**src/inc/uart_shadow_pkg.sv**
```systemverilog
package uart_shadow_pkg;

  // ---------------------------------------------------------------
  // register map (byte addresses, 32-bit aligned words)
  // ---------------------------------------------------------------
  localparam logic [31:0] SHADOW_BASE_ADDR  = 32'h5000_1130; // first of sixteen alias words
  localparam logic [31:0] SHADOW_LAST_ADDR  = 32'h5000_116c; // sixteenth alias word
  localparam logic [31:0] CONTROL_ADDR      = 32'h5000_1180; // queue enable, infrared mode
  localparam logic [31:0] STATUS_ADDR       = 32'h5000_1184; // line state flags
  localparam logic [31:0] RX_INJECT_ADDR    = 32'h5000_1188; // byte from receiver framing

  // ---------------------------------------------------------------
  // field positions
  // ---------------------------------------------------------------
  localparam int CTRL_QUEUE_EN_BIT  = 0;
  localparam int CTRL_IR_MODE_BIT   = 1;
  localparam int STAT_DATA_READY_BIT = 0;
  localparam int STAT_OVERRUN_BIT    = 1;
  localparam int STAT_HOLD_EMPTY_BIT = 5;
  localparam int STAT_TX_FULL_BIT    = 8;
  localparam int STAT_RX_FULL_BIT    = 9;

  // ---------------------------------------------------------------
  // sizes and reset values
  // ---------------------------------------------------------------
  localparam int          QUEUE_DEPTH    = 16;
  localparam int          PTR_W          = 4;
  localparam int          CNT_W          = 5;
  localparam logic [7:0]  DATA_RESET     = 8'h00;
  localparam logic [31:0] BUS_READ_ZERO  = 32'h0000_0000;

  // one byte travelling with its valid strobe
  typedef struct packed {
    logic       valid;
    logic [7:0] data;
  } byte_beat_t;

endpackage

```
**src/uart_shadow_data_path.sv**
```systemverilog
// Functional notes
// receive buffer readable via sixteen alias words
// read returns received byte in bits 7:0
// data valid only while data-ready set
// queues off: new byte overwrites, flag overrun
// queues on: alias read returns queue head
// full receive queue drops new byte, overrun
// holding register writable via same alias words
// written bytes go to serial or infrared output
// master writes only while holding-empty set
// queues off: single write clears holding-empty
// queues off: further write replaces pending byte
// queues on: sixteen writes before queue full
// writes to full transmit queue are discarded
// bits 15:8 read zero, writes ignored
`timescale 1ns/1ps
module uart_shadow_data_path
  import uart_shadow_pkg::*;
(
  input  wire logic        REF_CLK_IN,
  input  wire logic        SRST_IN,
  input  wire logic        WB_CYC_IN,
  input  wire logic        WB_STB_IN,
  input  wire logic        WB_WE_IN,
  input  wire logic [31:0] WB_ADR_IN,
  input  wire logic [3:0]  WB_SEL_IN,
  input  wire logic [31:0] WB_DAT_IN,
  output logic      [31:0] WB_DAT_OUT,
  output logic             WB_ACK_OUT,
  output logic             WB_ERR_OUT,
  input  wire logic        TX_TAKE_IN,
  output logic             TX_VALID_OUT,
  output logic      [7:0]  TX_DATA_OUT,
  output logic             TX_IR_OUT,
  output logic             DATA_READY_OUT,
  output logic             HOLD_EMPTY_OUT
);

  // ---------------------------------------------------------------
  // bus decode
  // ---------------------------------------------------------------
  logic        req;          // new access, not yet answered
  logic        is_shadow;    // address in the alias window
  logic        is_ctrl;      // control word
  logic        is_stat;      // status word
  logic        is_inject;    // receive byte entry word
  logic        hit;          // any mapped word
  logic        wr_lo;        // write with byte lane 0 enabled
  logic        rd_shadow;    // alias read taken this cycle
  logic        wr_shadow;    // alias write taken this cycle
  logic        rx_arrive;    // received byte arrives
  logic [7:0]  rx_byte;      // the arriving byte

  assign req       = WB_CYC_IN && WB_STB_IN && !WB_ACK_OUT && !WB_ERR_OUT;
  // sixteen aligned alias words
  assign is_shadow = (WB_ADR_IN >= SHADOW_BASE_ADDR) && (WB_ADR_IN <= SHADOW_LAST_ADDR)
                     && (WB_ADR_IN[1:0] == 2'h0);
  assign is_ctrl   = (WB_ADR_IN == CONTROL_ADDR);
  assign is_stat   = (WB_ADR_IN == STATUS_ADDR);
  assign is_inject = (WB_ADR_IN == RX_INJECT_ADDR);
  assign hit       = is_shadow || is_ctrl || is_stat || is_inject;
  assign wr_lo     = req && WB_WE_IN && WB_SEL_IN[0];
  assign rd_shadow = req && !WB_WE_IN && is_shadow;
  // same alias words take writes
  assign wr_shadow = wr_lo && is_shadow;
  assign rx_arrive = wr_lo && is_inject;
  assign rx_byte   = WB_DAT_IN[7:0];

  // ---------------------------------------------------------------
  // control register
  // ---------------------------------------------------------------
  logic queue_en;   // queue control bit 0
  logic ir_mode;    // infrared mode select
  logic mode_flip;  // queue enable changes: flush queues

  assign mode_flip = wr_lo && is_ctrl && (WB_DAT_IN[CTRL_QUEUE_EN_BIT] != queue_en);

  // software writes queue enable and infrared mode
  always_ff @(posedge REF_CLK_IN)
  begin
    if (SRST_IN)
    begin
      queue_en <= 1'b0;
      ir_mode  <= 1'b0;
    end
    else if (wr_lo && is_ctrl)
    begin
      queue_en <= WB_DAT_IN[CTRL_QUEUE_EN_BIT];
      ir_mode  <= WB_DAT_IN[CTRL_IR_MODE_BIT];
    end
  end

  // ---------------------------------------------------------------
  // receive side
  // ---------------------------------------------------------------
  logic       [7:0] rx_buffer_register; // single buffer, queues off
  logic             single_ready;       // single buffer holds a byte
  logic             rxq_empty;          // receive queue empty
  logic             rxq_full;           // receive queue full
  logic       [7:0] rxq_head;           // receive queue head
  logic             overrun;            // sticky overrun error
  logic             data_ready_flag;    // line state data ready
  byte_beat_t       rxq_push;           // byte into receive queue
  logic             rxq_pop;            // head consumed

  assign rxq_push.valid = rx_arrive && queue_en;
  assign rxq_push.data  = rx_byte;
  // alias read pops the queue head
  assign rxq_pop        = rd_shadow && queue_en;
  // valid only while this flag is set
  assign data_ready_flag = queue_en ? !rxq_empty : single_ready;

  uart_byte_queue rx_queue
  (
    .clk_in    (REF_CLK_IN),
    .rst_in    (SRST_IN),
    .flush_in  (mode_flip),
    .push_in   (rxq_push),
    .pop_in    (rxq_pop),
    .head_out  (rxq_head),
    .empty_out (rxq_empty),
    .full_out  (rxq_full)
  );

  // single receive buffer, queues disabled
  always_ff @(posedge REF_CLK_IN)
  begin
    if (SRST_IN || mode_flip)
    begin
      rx_buffer_register <= DATA_RESET;
      single_ready       <= 1'b0;
    end
    else if (rx_arrive && !queue_en)
    begin
      // new byte overwrites unread one
      rx_buffer_register <= rx_byte;
      single_ready       <= 1'b1;
    end
    else if (rd_shadow)
    begin
      single_ready <= 1'b0;
    end
  end

  // overrun: set wins over the clear by status read
  always_ff @(posedge REF_CLK_IN)
  begin
    if (SRST_IN)
    begin
      overrun <= 1'b0;
    end
    // overwrite of unread byte
    else if (rx_arrive && !queue_en && single_ready && !rd_shadow)
    begin
      overrun <= 1'b1;
    end
    // full queue drops the arrival
    else if (rx_arrive && queue_en && rxq_full)
    begin
      overrun <= 1'b1;
    end
    else if (req && !WB_WE_IN && is_stat)
    begin
      overrun <= 1'b0;
    end
  end

  // ---------------------------------------------------------------
  // transmit side
  // ---------------------------------------------------------------
  logic       [7:0] tx_hold_register; // single holding register
  logic             hold_full;        // holding register loaded
  logic             txq_empty;        // transmit queue empty
  logic             txq_full;         // transmit queue full
  logic       [7:0] txq_head;         // transmit queue head
  logic             tx_hold_empty_flag; // line state bit 5
  byte_beat_t       txq_push;         // byte into transmit queue
  logic             tx_taken;         // shifter takes the byte
  logic             next_tx_valid;    // byte pending for shifter
  logic       [7:0] next_tx_data;     // byte offered to shifter

  // sixteen entries accepted; full drops in queue
  assign txq_push.valid = wr_shadow && queue_en;
  assign txq_push.data  = WB_DAT_IN[7:0];
  assign tx_hold_empty_flag = queue_en ? txq_empty : !hold_full;
  assign next_tx_valid  = queue_en ? !txq_empty : hold_full;
  assign next_tx_data   = queue_en ? txq_head : tx_hold_register;
  assign tx_taken       = TX_TAKE_IN && TX_VALID_OUT;

  uart_byte_queue tx_queue
  (
    .clk_in    (REF_CLK_IN),
    .rst_in    (SRST_IN),
    .flush_in  (mode_flip),
    .push_in   (txq_push),
    .pop_in    (tx_taken && queue_en),
    .head_out  (txq_head),
    .empty_out (txq_empty),
    .full_out  (txq_full)
  );

  // single holding register, queues disabled
  always_ff @(posedge REF_CLK_IN)
  begin
    if (SRST_IN || mode_flip)
    begin
      tx_hold_register <= DATA_RESET;
      hold_full        <= 1'b0;
    end
    else if (wr_shadow && !queue_en)
    begin
      // write clears holding-empty; overwrite pending
      tx_hold_register <= WB_DAT_IN[7:0];
      hold_full        <= 1'b1;
    end
    else if (tx_taken)
    begin
      hold_full <= 1'b0;
    end
  end

  // byte to serial line, infrared select
  always_ff @(posedge REF_CLK_IN)
  begin
    if (SRST_IN)
    begin
      TX_VALID_OUT <= 1'b0;
      TX_DATA_OUT  <= DATA_RESET;
      TX_IR_OUT    <= 1'b0;
    end
    else
    begin
      // drop valid right after a take so a byte is never sent twice
      TX_VALID_OUT <= next_tx_valid && !tx_taken;
      TX_DATA_OUT  <= next_tx_data;
      TX_IR_OUT    <= ir_mode;
    end
  end

  // master polls this flag before writing
  always_ff @(posedge REF_CLK_IN)
  begin
    if (SRST_IN)
    begin
      DATA_READY_OUT <= 1'b0;
      HOLD_EMPTY_OUT <= 1'b1;
    end
    else
    begin
      DATA_READY_OUT <= data_ready_flag;
      HOLD_EMPTY_OUT <= tx_hold_empty_flag;
    end
  end

  // ---------------------------------------------------------------
  // bus answer
  // ---------------------------------------------------------------
  // one-cycle ack or err, read data registered with it
  always_ff @(posedge REF_CLK_IN)
  begin
    if (SRST_IN)
    begin
      WB_ACK_OUT <= 1'b0;
      WB_ERR_OUT <= 1'b0;
      WB_DAT_OUT <= BUS_READ_ZERO;
    end
    else
    begin
      WB_ACK_OUT <= req && hit;
      WB_ERR_OUT <= req && !hit;
      WB_DAT_OUT <= BUS_READ_ZERO;
      if (req && !WB_WE_IN && is_shadow)
      begin
        // byte in 7:0; upper bits zero
        WB_DAT_OUT[7:0] <= queue_en ? rxq_head : rx_buffer_register;
      end
      else if (req && !WB_WE_IN && is_ctrl)
      begin
        WB_DAT_OUT[CTRL_QUEUE_EN_BIT] <= queue_en;
        WB_DAT_OUT[CTRL_IR_MODE_BIT]  <= ir_mode;
      end
      else if (req && !WB_WE_IN && is_stat)
      begin
        WB_DAT_OUT[STAT_DATA_READY_BIT] <= data_ready_flag;
        WB_DAT_OUT[STAT_OVERRUN_BIT]    <= overrun;
        WB_DAT_OUT[STAT_HOLD_EMPTY_BIT] <= tx_hold_empty_flag;
        WB_DAT_OUT[STAT_TX_FULL_BIT]    <= txq_full;
        WB_DAT_OUT[STAT_RX_FULL_BIT]    <= rxq_full;
      end
    end
  end

endmodule

```
**src/uart_byte_queue.sv**
```systemverilog
`timescale 1ns/1ps
module uart_byte_queue
  import uart_shadow_pkg::*;
(
  input  wire logic       clk_in,
  input  wire logic       rst_in,
  input  wire logic       flush_in,
  input  wire byte_beat_t push_in,
  input  wire logic       pop_in,
  output logic [7:0]      head_out,
  output logic            empty_out,
  output logic            full_out
);

  // ---------------------------------------------------------------
  // storage and pointers
  // ---------------------------------------------------------------
  logic [7:0]       mem [QUEUE_DEPTH]; // flip-flop storage
  logic [PTR_W-1:0] wr_ptr;            // next slot to fill
  logic [PTR_W-1:0] rd_ptr;            // head slot
  logic [CNT_W-1:0] count;             // entries held
  logic             do_push;           // push that fits
  logic             do_pop;            // pop that has data

  assign empty_out = (count == '0);
  assign full_out  = (count == CNT_W'(QUEUE_DEPTH));
  assign head_out  = mem[rd_ptr];
  // a push into a full queue is dropped, contents untouched
  assign do_push   = push_in.valid && !full_out;
  assign do_pop    = pop_in && !empty_out;

  // write side
  always_ff @(posedge clk_in)
  begin
    if (do_push)
    begin
      mem[wr_ptr] <= push_in.data;
    end
  end

  // pointer and level bookkeeping
  always_ff @(posedge clk_in)
  begin
    if (rst_in || flush_in)
    begin
      wr_ptr <= '0;
      rd_ptr <= '0;
      count  <= '0;
    end
    else
    begin
      if (do_push)
      begin
        wr_ptr <= wr_ptr + 1'b1;
      end
      if (do_pop)
      begin
        rd_ptr <= rd_ptr + 1'b1;
      end
      if (do_push && !do_pop)
      begin
        count <= count + 1'b1;
      end
      else if (do_pop && !do_push)
      begin
        count <= count - 1'b1;
      end
    end
  end

endmodule

```
**config.mk**
```make
export PLATFORM = sky130hd
export DESIGN_NAME = uart_shadow_data_path
export DESIGN_NICKNAME = d
export VERILOG_FILES = /design/src/inc/uart_shadow_pkg.sv /design/src/uart_shadow_data_path.sv /design/src/uart_byte_queue.sv
export SDC_FILE = /design/constraint.sdc
export NUM_CORES = 1
export LEC_CHECK = 0
export BUFFER_PORTS_ARGS = -buffer_cell sky130_fd_sc_hd__buf_2
export CAP_MARGIN = 5
export CELL_PAD_IN_SITES_DETAIL_PLACEMENT = 1
export CELL_PAD_IN_SITES_GLOBAL_PLACEMENT = 1
export CORE_MARGIN = 2
export CORE_UTILIZATION = 36
export CTS_CLUSTER_DIAMETER = 50
export DETAILED_ROUTE_END_ITERATION = 7
export PLACE_DENSITY = 0.67
export SYNTH_ARGS = -nofsm -noshare
export SYNTH_HDL_FRONTEND = slang
export SYNTH_SLANG_ARGS = --single-unit
```
**constraint.sdc**
```tcl
create_clock -name REF_CLK_IN -period 3.4 [get_ports REF_CLK_IN]
set_clock_uncertainty 0.15 [all_clocks]
set_input_delay 0.51 -clock REF_CLK_IN [delete_from_list [all_inputs] [get_ports REF_CLK_IN]]
set_output_delay 0.51 -clock REF_CLK_IN [all_outputs]
set_load 0.01 [all_outputs]
```
* Word-level counts from Yosys, hierarchy flattened
Memories as Yosys holds them, arrays and structs flattened. A register that Yosys moved wholly into a read port is not among the register bits. Index checks and enable logic that the tools add are counted.
Operators by class: add/subtract/negate cells 8, reductions and logical operators 66, bitwise operators 2, equal/unequal tests 6, mux-type cells 30, order comparisons 2
Operators by type and width (count):
- == test 32 x 31 -> 1 bit (second input constant) | 3
- logical AND 1 bit | 36
- >= comparator 32 x 31 -> 1 bit (second input constant) | 1
- less-or-equal comparator 32 x 31 -> 1 bit (second input constant) | 1
- two-way mux 5 bit | 4
- two-way mux 1 bit | 17
- adder 4 x 1 -> 4 bit (second input constant) | 4
- logical NOT 1 bit | 16
- two-way mux 4 bit | 4
- two-way mux 8 bit | 2
- adder 5 x 1 -> 5 bit (second input constant) | 2
- == test 5 bit (second input constant) | 2
- logical NOT 5 bit | 2
- subtractor 5 x 1 -> 5 bit (second input constant) | 2
- nonzero test 2 bit | 4
- two-way mux 2 bit | 3
- logical OR 1 bit | 4
- OR reduction 4 bit | 1
- nonzero test 3 bit | 1
- logical NOT 2 bit | 1
- inverter 1 bit | 2
- OR reduction 2 bit | 1
- inequality test 1 bit | 1
Word-level totals: input port bits 74, memories 2, memory bits (writable) 256, output and inout port bits 46, logic and storage cells 140, bits in registers 93
Memory list:
- rx_queue.mem | words 16, width 8, rd ports 1, clocked after Yosys merged registers in 1, write ports 1, RTL line uart_byte_queue.sv:18 | logic [7:0] mem [QUEUE_DEPTH];
- tx_queue.mem | words 16, width 8, rd ports 1, clocked after Yosys merged registers in 1, write ports 1, RTL line uart_byte_queue.sv:18

* Logic depth before layout (Yosys ltp)
Gate-level depths: netlist (run 1).
depth after elaboration 12, depth in mapped cells 15

* Cells and area by module
A second synthesis (run 1) with hierarchy kept.
Second synthesis, totals: cells, all modules 852, area, all modules 13639.3 µm²
By module, submodules not included:
- uart_byte_queue | cells an instance 310, area an instance 5723.0 µm², instances 2, sequential area each 4184.0 µm²
- uart_shadow_data_path | cells an instance 232, area an instance 2193.4 µm², instances 1, sequential area each 900.9 µm²

* Worst setup path after synthesis (run 1)
No wires, ideal clock.
path type input to register, start input WB_ADR_IN[17], end register rx_queue.count[4], setup time 0.070 ns, buffers on the path 2, arrival 3.490 ns, required time 3.180 ns, stages 15, slack -0.310 ns, cell sequence nor4_4 -> and4_4 -> nand3_4 -> or4b_1 -> buf_6 -> buf_8 -> inv_1 -> ha_1 -> inv_1 -> fa_1 -> a21o_1 -> a21oi_1 -> xnor2_1 -> or3_1 -> a21oi_1
Between the ends: elaborated cells on any way between the ends 21, those cells by class order compare: 2; eq/ne: 2; mux: 1; reduce/logical: 16
RTL lines:
- start: declaration | RTL line uart_shadow_data_path.sv:25 | input wire logic [31:0] WB_ADR_IN,
- == test 32 x 31 -> 1 bit * | RTL line uart_shadow_data_path.sv:60 | assign is_inject = (WB_ADR_IN == RX_INJECT_ADDR);
- logical AND 1 bit * | RTL line uart_shadow_data_path.sv:66 | assign rx_arrive = wr_lo && is_inject;
- logical AND 1 bit * | RTL line uart_shadow_data_path.sv:106 | assign rxq_push.valid = rx_arrive && queue_en;
- logical AND 1 bit * | RTL line uart_byte_queue.sv:29 | assign do_push = push_in.valid && !full_out;
- net rx_queue.do_push | RTL line uart_byte_queue.sv:22 | logic do_push;
- logical NOT 1 bit | RTL line uart_byte_queue.sv:64 | else if (do_pop && !do_push)
- logical AND 1 bit | RTL line uart_byte_queue.sv:64
- nonzero test 2 bit (no line)
- end signal: assignment | RTL line uart_byte_queue.sv:62 | count <= count + 1'b1;
- end signal: assignment | RTL line uart_byte_queue.sv:66 | count <= count - 1'b1;
- end: declaration | RTL line uart_byte_queue.sv:21 | logic [CNT_W-1:0] count;
The timed path passes the listed nets; every way through them passes the cells marked *. A chain may end at the register's enable or synchronous reset.

* Final worst setup path (run 1)
start register tx_queue.count[1], end register tx_queue.count[4]
Between the ends: word-level cells in the longest chain between the ends 6, elaborated cells on any way between the ends 15, those cells by class add/sub: 2; eq/ne: 1; mux: 2; reduce/logical: 10
RTL lines (RTL line):
- start: declaration | uart_byte_queue.sv:21
- start signal: assignment | uart_byte_queue.sv:62
- start signal: assignment | uart_byte_queue.sv:66
- parallel branches: the longest is 6 deep, another holds subtractor 5 x 1 -> 5 bit
Parallel ways; which one is timed is not known. The select of a mux whose other input is x is not followed.

==> results of run 1 <==
-- worst max-delay path, delay by kind of cell, from the launching register on --
family | cells | cell delay [ns]
flip-flops | 1 | 0.45
adder cells (fa/ha/maj) | 2 | 0.60
AND/OR/NAND/NOR | 3 | 0.55
AO/OA/AOI/OAI | 5 | 0.95
buffers and inverters | 2 | 0.27
XOR/XNOR | 1 | 0.09
-- final timing paths --
check	from	to	cells after the start
setup reg to reg	tx_queue.count[1]	tx_queue.count[4]	13
hold / removal	TX_TAKE_IN	TX_VALID_OUT	2
hold reg to reg	rx_buffer_register[4]	rx_buffer_register[4]	2
setup / recovery	tx_queue.count[1]	tx_queue.count[4]	13
-- per-stage QoR --
step,instance area [sq um],utilization
after detailed placement,15070,0.4000
after CTS,16300,0.4328
final,16320,0.4333
after global placement,15070,0.4000
after floorplan,13900,-
after global routing,16320,0.4333
-- registers in the layout, indices dropped and copies added (netlist names), 4 cells and up, named ones only --
register            flops
TX_DATA_OUT             8
WB_DAT_OUT             10
rx_buffer_register      8
rx_queue.count          5
rx_queue.mem          128
rx_queue.rd_ptr         4
rx_queue.wr_ptr         4
tx_hold_register        8
tx_queue.count          5
tx_queue.mem          128
tx_queue.rd_ptr         4
tx_queue.wr_ptr         4
-- power breakdown --
part / switching, mW / internal [mW] / total [mW]
clock: 1.62 / 2.42 / 4.03
combinational: 0.121 / 0.0451 / 0.166
sequential: 0.000253 / 4.40 / 4.40
-- cell type report --
type | count | share of cell area
well taps | 511 | 0.03917
inverters | 19 | 0.004369
repair buffers | 140 | 0.05443
clock buffers | 44 | 0.06094
multi-input cells | 485 | 0.2582
clock inverters | 24 | 0.01479
flip-flops and latches | 335 | 0.5681
-- cell families after synthesis --
logic type      share of synthesized area
flops                              0.6716
simple gates                      0.08468
compound gates                    0.06908
mux                                0.1152
buf+inv                           0.03164
fa+ha+maj                         0.01922
xor+xnor                         0.008250
other cells                     0.0002717
-- cells in the final DEF (no fill, tap or decap), drive strengths merged, types with 4 or more instances in the layout --
master | netlist | routed
edfxtp | 256 | 256
buf | 46 | 140
dfxtp | 79 | 79
a21oi | 57 | 57
mux4 | 56 | 56
clkbuf | 18 | 44
nor2 | 32 | 32
nand2 | 30 | 30
nand3 | 27 | 27
o21ai | 26 | 26
a22oi | 25 | 25
mux2i | 25 | 25
conb | 1 | 22
and3 | 21 | 21
inv | 18 | 21
ha | 18 | 18
nor3 | 17 | 17
clkinv | 1 | 16
nor4 | 11 | 11
xnor2 | 10 | 10
nand4 | 8 | 8
nor2b | 8 | 8
a31o | 8 | 8
or3 | 8 | 8
or4 | 7 | 7
mux2 | 7 | 7
o31ai | 6 | 6
and2 | 6 | 6
a221oi | 5 | 5
nand2b | 4 | 4
a21o | 4 | 4
bufinv | 0 | 4
and4 | 4 | 4
-- metal layers --
metal / vias to the layer above / GRT usage
met5: - / 0
met4: 0 / 0.05322
met3: 43 / 0.02419
met2: 180 / 0.2883
met1: 4221 / 0.2209
li1: 3714 / -
==> impl_results.md, run 1 <==
- Status: finished clean
- Top cells by instance count after synthesis: edfxtp_1, dfxtp_1, a21oi_1
- Minimum clock period: 3.128 ns
- Main synth FF type: edfxtp_1
- Fill count: 3813
- Synth area leader: edfxtp_1
- Worst-path cell chain: nor4_2, a2111oi_2, buf_4, o21ai_1, nor2_2, ha_1, inv_1, fa_1, a21o_1, a21oi_1, xnor2_1, or3_1, a21oi_1
- # resized after CTS: 0
- Die extent in y: 199.8 microns
- Slew @ Worst Pin: 0.8087 ns
- R2R Setup Slk: 0.27 ns
- EDFF count, synth: 256
- Delay of the slowest critical-path stage: 0.45 ns
- Yosys cell types: 67
- Rel. slew slack: 0.4552
- Total GRT Usage: 0.1681
- Final HPWL DP: 22070 microns
- Crit path DAT: 3.44 ns
- Peak supply drop: 402.8 uV
- Most used cell, CP: a21oi_1
- Total negative setup slack: 0 ns
- Die area: 39920 sq um
- Drt total wl: 32920 microns
- Worst EP required: 3.71 ns
- Number of max-cap violations: 0
- Non-Filler Instances: 1558
- CP max FO: 5
- Final GP Congestion: 0.7836
- Cell Area, Synth: 13800 sq um
- GRT overflow: 0
- Nets: 1113
- DRC: 0
- CTS Hold Buffers Added: 0
- Met2 WL post-DR: 16570 microns
- Share of layout cells above drive strength 1: 0.2846
- Ports: 120
- Post-route ant nets: 0
- CTS HTree Levels: 2
- Seq cells post-synth: 335
- Post-synth ARST share: 0
- Achievable Freq: 319.7 MHz
- Count leader, synth: edfxtp_1
- Input/output buffers: 70
- PD cells: 526.8 nW/um^2
- Die width: 199.8 microns
- Setup ws final: 0.2716 ns
- First-pass GRT wire length: 50350 microns
- Seq. cell area: 9273 sq um
- Top cell type's share of synthesized area: 0.5570
- Top layer in use: met4
- Largest net degree at the start of global routing: 47
- Final Hold Fails: 0
- Ant diodes: 0
- CP Launch Type: register
- Final setup viols: 0
- Postcts setup bufs: 0
- Leakage power: 5.478 nW
- Clock Sinks: 335
- # rows: 71
- Multi-input gate area: 4214 sq um
- Wire length on met3: 1104 microns
- Placed instance count: 1490
- Vias per cell: 5.236
- Clk pin slew, worst setup/hold paths: 0.06 ns
- Syn. warnings: 0
- Crit end category: register
- Core ar.: 37670 sq um
- Post-Route M1 WL: 14400 microns
- Place WS: -0.1434 ns
- TritonCTS Buffers: 38
- Worst setup path category: reg -> reg
- Cells after Synth: 883
- CTS root buf: clkbuf_16
- Slowest CP cell: dfxtp_1
- WL per Instance: 21.13 microns
- Hold WS: 0.04138 ns
- CTS tree: done
- Synth top area cells: edfxtp_1, dfxtp_1, mux4_2, a21oi_1, mux2i_1
- Hold/Removal Path Class: in -> reg
- Avg Synthesized Cell Area: 15.63 sq um
- Starting DRT DRC Count: 433
- Skew-Pair Late Insertion Delay: 0.53 ns
- DR vias: 8158
- Final Max Slew Viols: 0
- Max Root-Sink Buffers: 3
- Tcrit/Tclk final: 0.9201
- DR pass1 iterations: 5
- Starting density of the core: 0.3664
- P&R area growth vs syn: 18.27%
- Antenna violations before repair: 1
- Vias in the first global route: 8629
- Pwr Total: 8.599 mW
- Register area share after synthesis: 0.6716
Power figures use the tool's default switching activity.
==> inputs of run 2 (changes only) <==
--- a/config.mk
+++ b/config.mk
@@ -16,4 +16,5 @@
 export PLACE_DENSITY = 0.67
 export SYNTH_ARGS = -nofsm -noshare
 export SYNTH_HDL_FRONTEND = slang
+export SYNTH_HIERARCHICAL = 1
 export SYNTH_SLANG_ARGS = --single-unit
==> impl_results.md, run 2 <==
- Starting DRT DRC Count: 554 (was 433)
- Final Cell Area: 16290 sq um (was 16320 sq um)
- Vias in the first global route: 8236 (was 8629)
- Postcts setup bufs: 0 (unchanged)
- Slew @ Worst Pin: 0.8088 ns (was 0.8087 ns)
- Hold/Removal Path Class: in -> reg (unchanged)
- Xor-xnor portion of the synthesized cell area: 0.01092 (was 0.008250)
- Top flop regs: rx_queue/mem (128), tx_queue/mem (128), WB_DAT_OUT (10) (was rx_queue.mem (128), tx_queue.mem (128), WB_DAT_OUT (10))
- Place WS: -0.2526 ns (was -0.1434 ns)
- DR pass1 iterations: 4 (was 5)
- Post-synth ARST share: 0 (unchanged)
- Starting density of the core: 0.3638 (was 0.3664)
- Final Hold Fails: 0 (unchanged)
- Area share of fa/ha/maj cells after synthesis: 0.01945 (was 0.01922)
- Simple-gate share of the synthesized area: 0.08082 (was 0.08468)
- Achievable Freq: 315.1 MHz (was 319.7 MHz)
- Worst reg2reg startpoint: WB_ACK_OUT (was tx_queue.count[1])
- PD cells: 533.7 nW/um^2 (was 526.8 nW/um^2)
- Worst setup path category: reg -> reg (unchanged)
- Cell Area, Synth: 13640 sq um (was 13800 sq um)
- Tcrit/Tclk final: 0.9334 (was 0.9201)
- CTS tree: done (unchanged)
- Antenna violations before repair: 1 (unchanged)
- Status: finished clean (unchanged)
- Seq cells post-synth: 335 (unchanged)
- Clk pin slew, worst setup/hold paths: 0.06 ns (about the same)
- Final HPWL DP: 20800 microns (was 22070 microns)
- Capture point of the critical path: rx_queue/count[4] (was tx_queue.count[4])
- Synth top area cells: edfxtp_1, dfxtp_1, mux4_2, nor2_1, mux2i_1 (was edfxtp_1, dfxtp_1, mux4_2, a21oi_1, mux2i_1)
- Die width: 198.6 microns (was 199.8 microns)
- DP Area: 15020 sq um (was 15070 sq um)
- Placed instance count: 1474 (was 1490)
- Die extent in y: 198.6 microns (was 199.8 microns)
- TritonCTS Buffers: 38 (unchanged)
- Vias per cell: 5.036 (was 5.236)
- Ant diodes: 0 (unchanged)
- Combinational Power Share: 0.017 (was 0.019)
- Nets: 1098 (was 1113)
- DRC: 0 (unchanged)
- Cells after Synth: 852 (was 883)
- WL per Instance: 20.85 microns (was 21.13 microns)
- CTS HTree Levels: 2 (unchanged)
- Sequential Power Share: 0.506 (was 0.511)
- CP Launch Type: register (unchanged)
- R2R Path End: rx_queue/count[4] (was tx_queue.count[4])
- Synth area leader: edfxtp_1 (unchanged)
- Part of the power in the clock network: 0.477 (was 0.469)
- First-pass GRT wire length: 49040 microns (was 50350 microns)
- Avg Synthesized Cell Area: 16.01 sq um (was 15.63 sq um)
- Int Pwr: 6.945 mW (was 6.859 mW)
- Register area share after synthesis: 0.6796 (was 0.6716)
- Setup ws final: 0.2263 ns (was 0.2716 ns)
- Ports: 120 (unchanged)
- Crit end category: register (unchanged)
- Top cells by instance count after synthesis: edfxtp_1, nor2_1, dfxtp_1 (was edfxtp_1, dfxtp_1, a21oi_1)
- Clock Sinks: 335 (unchanged)
- EDFF count, synth: 256 (unchanged)
- R2R Setup Slk: 0.23 ns (was 0.27 ns)
- Die area: 39460 sq um (was 39920 sq um)
- # resized after CTS: 0 (unchanged)
- Worst EP required: 3.67 ns (was 3.71 ns)
- Max Root-Sink Buffers: 3 (unchanged)
- Main synth FF type: edfxtp_1 (unchanged)
- Leakage power: 5.706 nW (was 5.478 nW)
- Rel. slew slack: 0.4608 (was 0.4552)
- CTS Hold Buffers Added: 0 (unchanged)
- Share of layout cells above drive strength 1: 0.2994 (was 0.2846)
- Crit path DAT: 3.44 ns (about the same)
- Total negative setup slack: 0 ns (unchanged)
- Minimum clock period: 3.174 ns (was 3.128 ns)
- GRT overflow: 0 (unchanged)
- Largest family of logic cells by synthesized area: multiplexers (unchanged)
- Non-Filler Instances: 1543 (was 1558)
- Yosys cell types: 63 (was 67)
- DR vias: 7771 (was 8158)
- Total GRT Usage: 0.1667 (was 0.1681)
- Post-synthesis compound-gate area fraction: 0.04568 (was 0.06908)
- Final GP Congestion: 0.7974 (was 0.7836)
- Multiplexer area fraction after synthesis: 0.1337 (was 0.1152)
- Reg2reg path depth: 14 (was 13)
- Number of max-cap violations: 0 (unchanged)
- Unrepaired setup endpoints after global routing: false
- Post-route ant nets: 0 (unchanged)
- Pwr Total: 8.694 mW (was 8.599 mW)
- P&R area growth vs syn: 19.45% (was 18.27%)
- Core ar.: 37490 sq um (was 37670 sq um)
- Count leader, synth: edfxtp_1 (unchanged)
- Top cell type's share of synthesized area: 0.5636 (was 0.5570)
- Final Max Slew Viols: 0 (unchanged)
- Largest net degree at the start of global routing: 36 (was 47)
- CTS root buf: clkbuf_16 (unchanged)
- Leading cell type in the layout, fill and taps excluded: edfxtp_1 (unchanged)
- Drt total wl: 32170 microns (was 32920 microns)
- Syn. warnings: 6 (was 0)
- Switch share: 0.2013 (was 0.2023)
- Peak supply drop: 301.1 uV (was 402.8 uV)
- Skew-Pair Late Insertion Delay: 0.54 ns (was 0.53 ns)
- Net switching power: 1.750 mW (was 1.740 mW)
- # rows: 71 (unchanged)
- Crit path from: WB_ACK_OUT (was tx_queue.count[1])
- Final setup viols: 0 (unchanged)
- Input/output buffers: 70 (unchanged)
- Most frequent cells in the layout: edfxtp_1, nor2_1, buf_4 (was edfxtp_1, dfxtp_1, buf_2)
- CP max FO: 5 (unchanged)
run 2: cells by family after synthesis:
group | count (synthesis)
compound gates | 83
xor+xnor | 17
mux | 102
buf+inv | 76
flops | 335
fa+ha+maj | 20
other cells | 1
simple gates | 218
run 2: through the flow:
step / util / hold slack (ns)
3_3_place_gp: 0.4005 / 0.2864
6_report: 0.4346 / 0.01474
2_1_floorplan: - / 0.2864
4_1_cts: 0.4344 / 0.001413
5_1_grt: 0.4346 / 0.01829
3_5_place_dp: 0.4005 / 0.2983
run 2: per-layer routing:
metal | vias to the layer above | global-route usage | part of all wire
met5 | - | 0 | 0.00050
met4 | 2 | 0.06081 | 0.029
met3 | 59 | 0.03238 | 0.060
met2 | 230 | 0.2797 | 0.49
met1 | 3957 | 0.2152 | 0.42
li1 | 3523 | - | -
run 2: worst min-delay path by stage:
stage / to / cells past startpoint / slack (ns) / startpoint
after floorplan: hold_full / 2 / 0.29 / hold_full
after global placement: TX_VALID_OUT / 1 / 0.29 / TX_VALID_OUT
after detailed placement: TX_VALID_OUT / 1 / 0.30 / TX_VALID_OUT
after CTS: TX_VALID_OUT / 2 / 0.001 / TX_TAKE_IN
after global routing: TX_VALID_OUT / 2 / 0.02 / TX_TAKE_IN
final: TX_VALID_OUT / 2 / 0.01 / TX_TAKE_IN
run 2: critical path, cell delays in order (launching register included):
cell,delay [ns]
dfxtp_1,0.31
and4bb_2,0.29
nand3_1,0.11
or2_2,0.32
nand4bb_1,0.20
nor2_2,0.17
o21a_1,0.17
ha_1,0.17
inv_1,0.10
buf_4,0.15
fa_1,0.38
nand3_1,0.12
a211o_1,0.14
a211oi_1,0.06
a31o_2,0.21
run 2: cell type report:
cell class,count,area [sq um]
fillers,3770,21200
inverters,12,45.04
flip-flops and latches,335,9271
clock inverters,20,216.5
multi-input cells,462,4079
repair buffers,155,988.4
well taps,511,639.4
clock buffers,48,1052
run 2: power groups by stage:
stage | Sequential [mW] | Clock, mW | Combinational [mW]
floorplan | 4.49 | 0 | 0.0590
global placement | 4.48 | 0 | 0.147
finish | 4.40 | 4.15 | 0.150
detailed placement | 4.49 | 0 | 0.154
global route | 4.40 | 4.38 | 0.165
CTS | 4.40 | 4.25 | 0.154
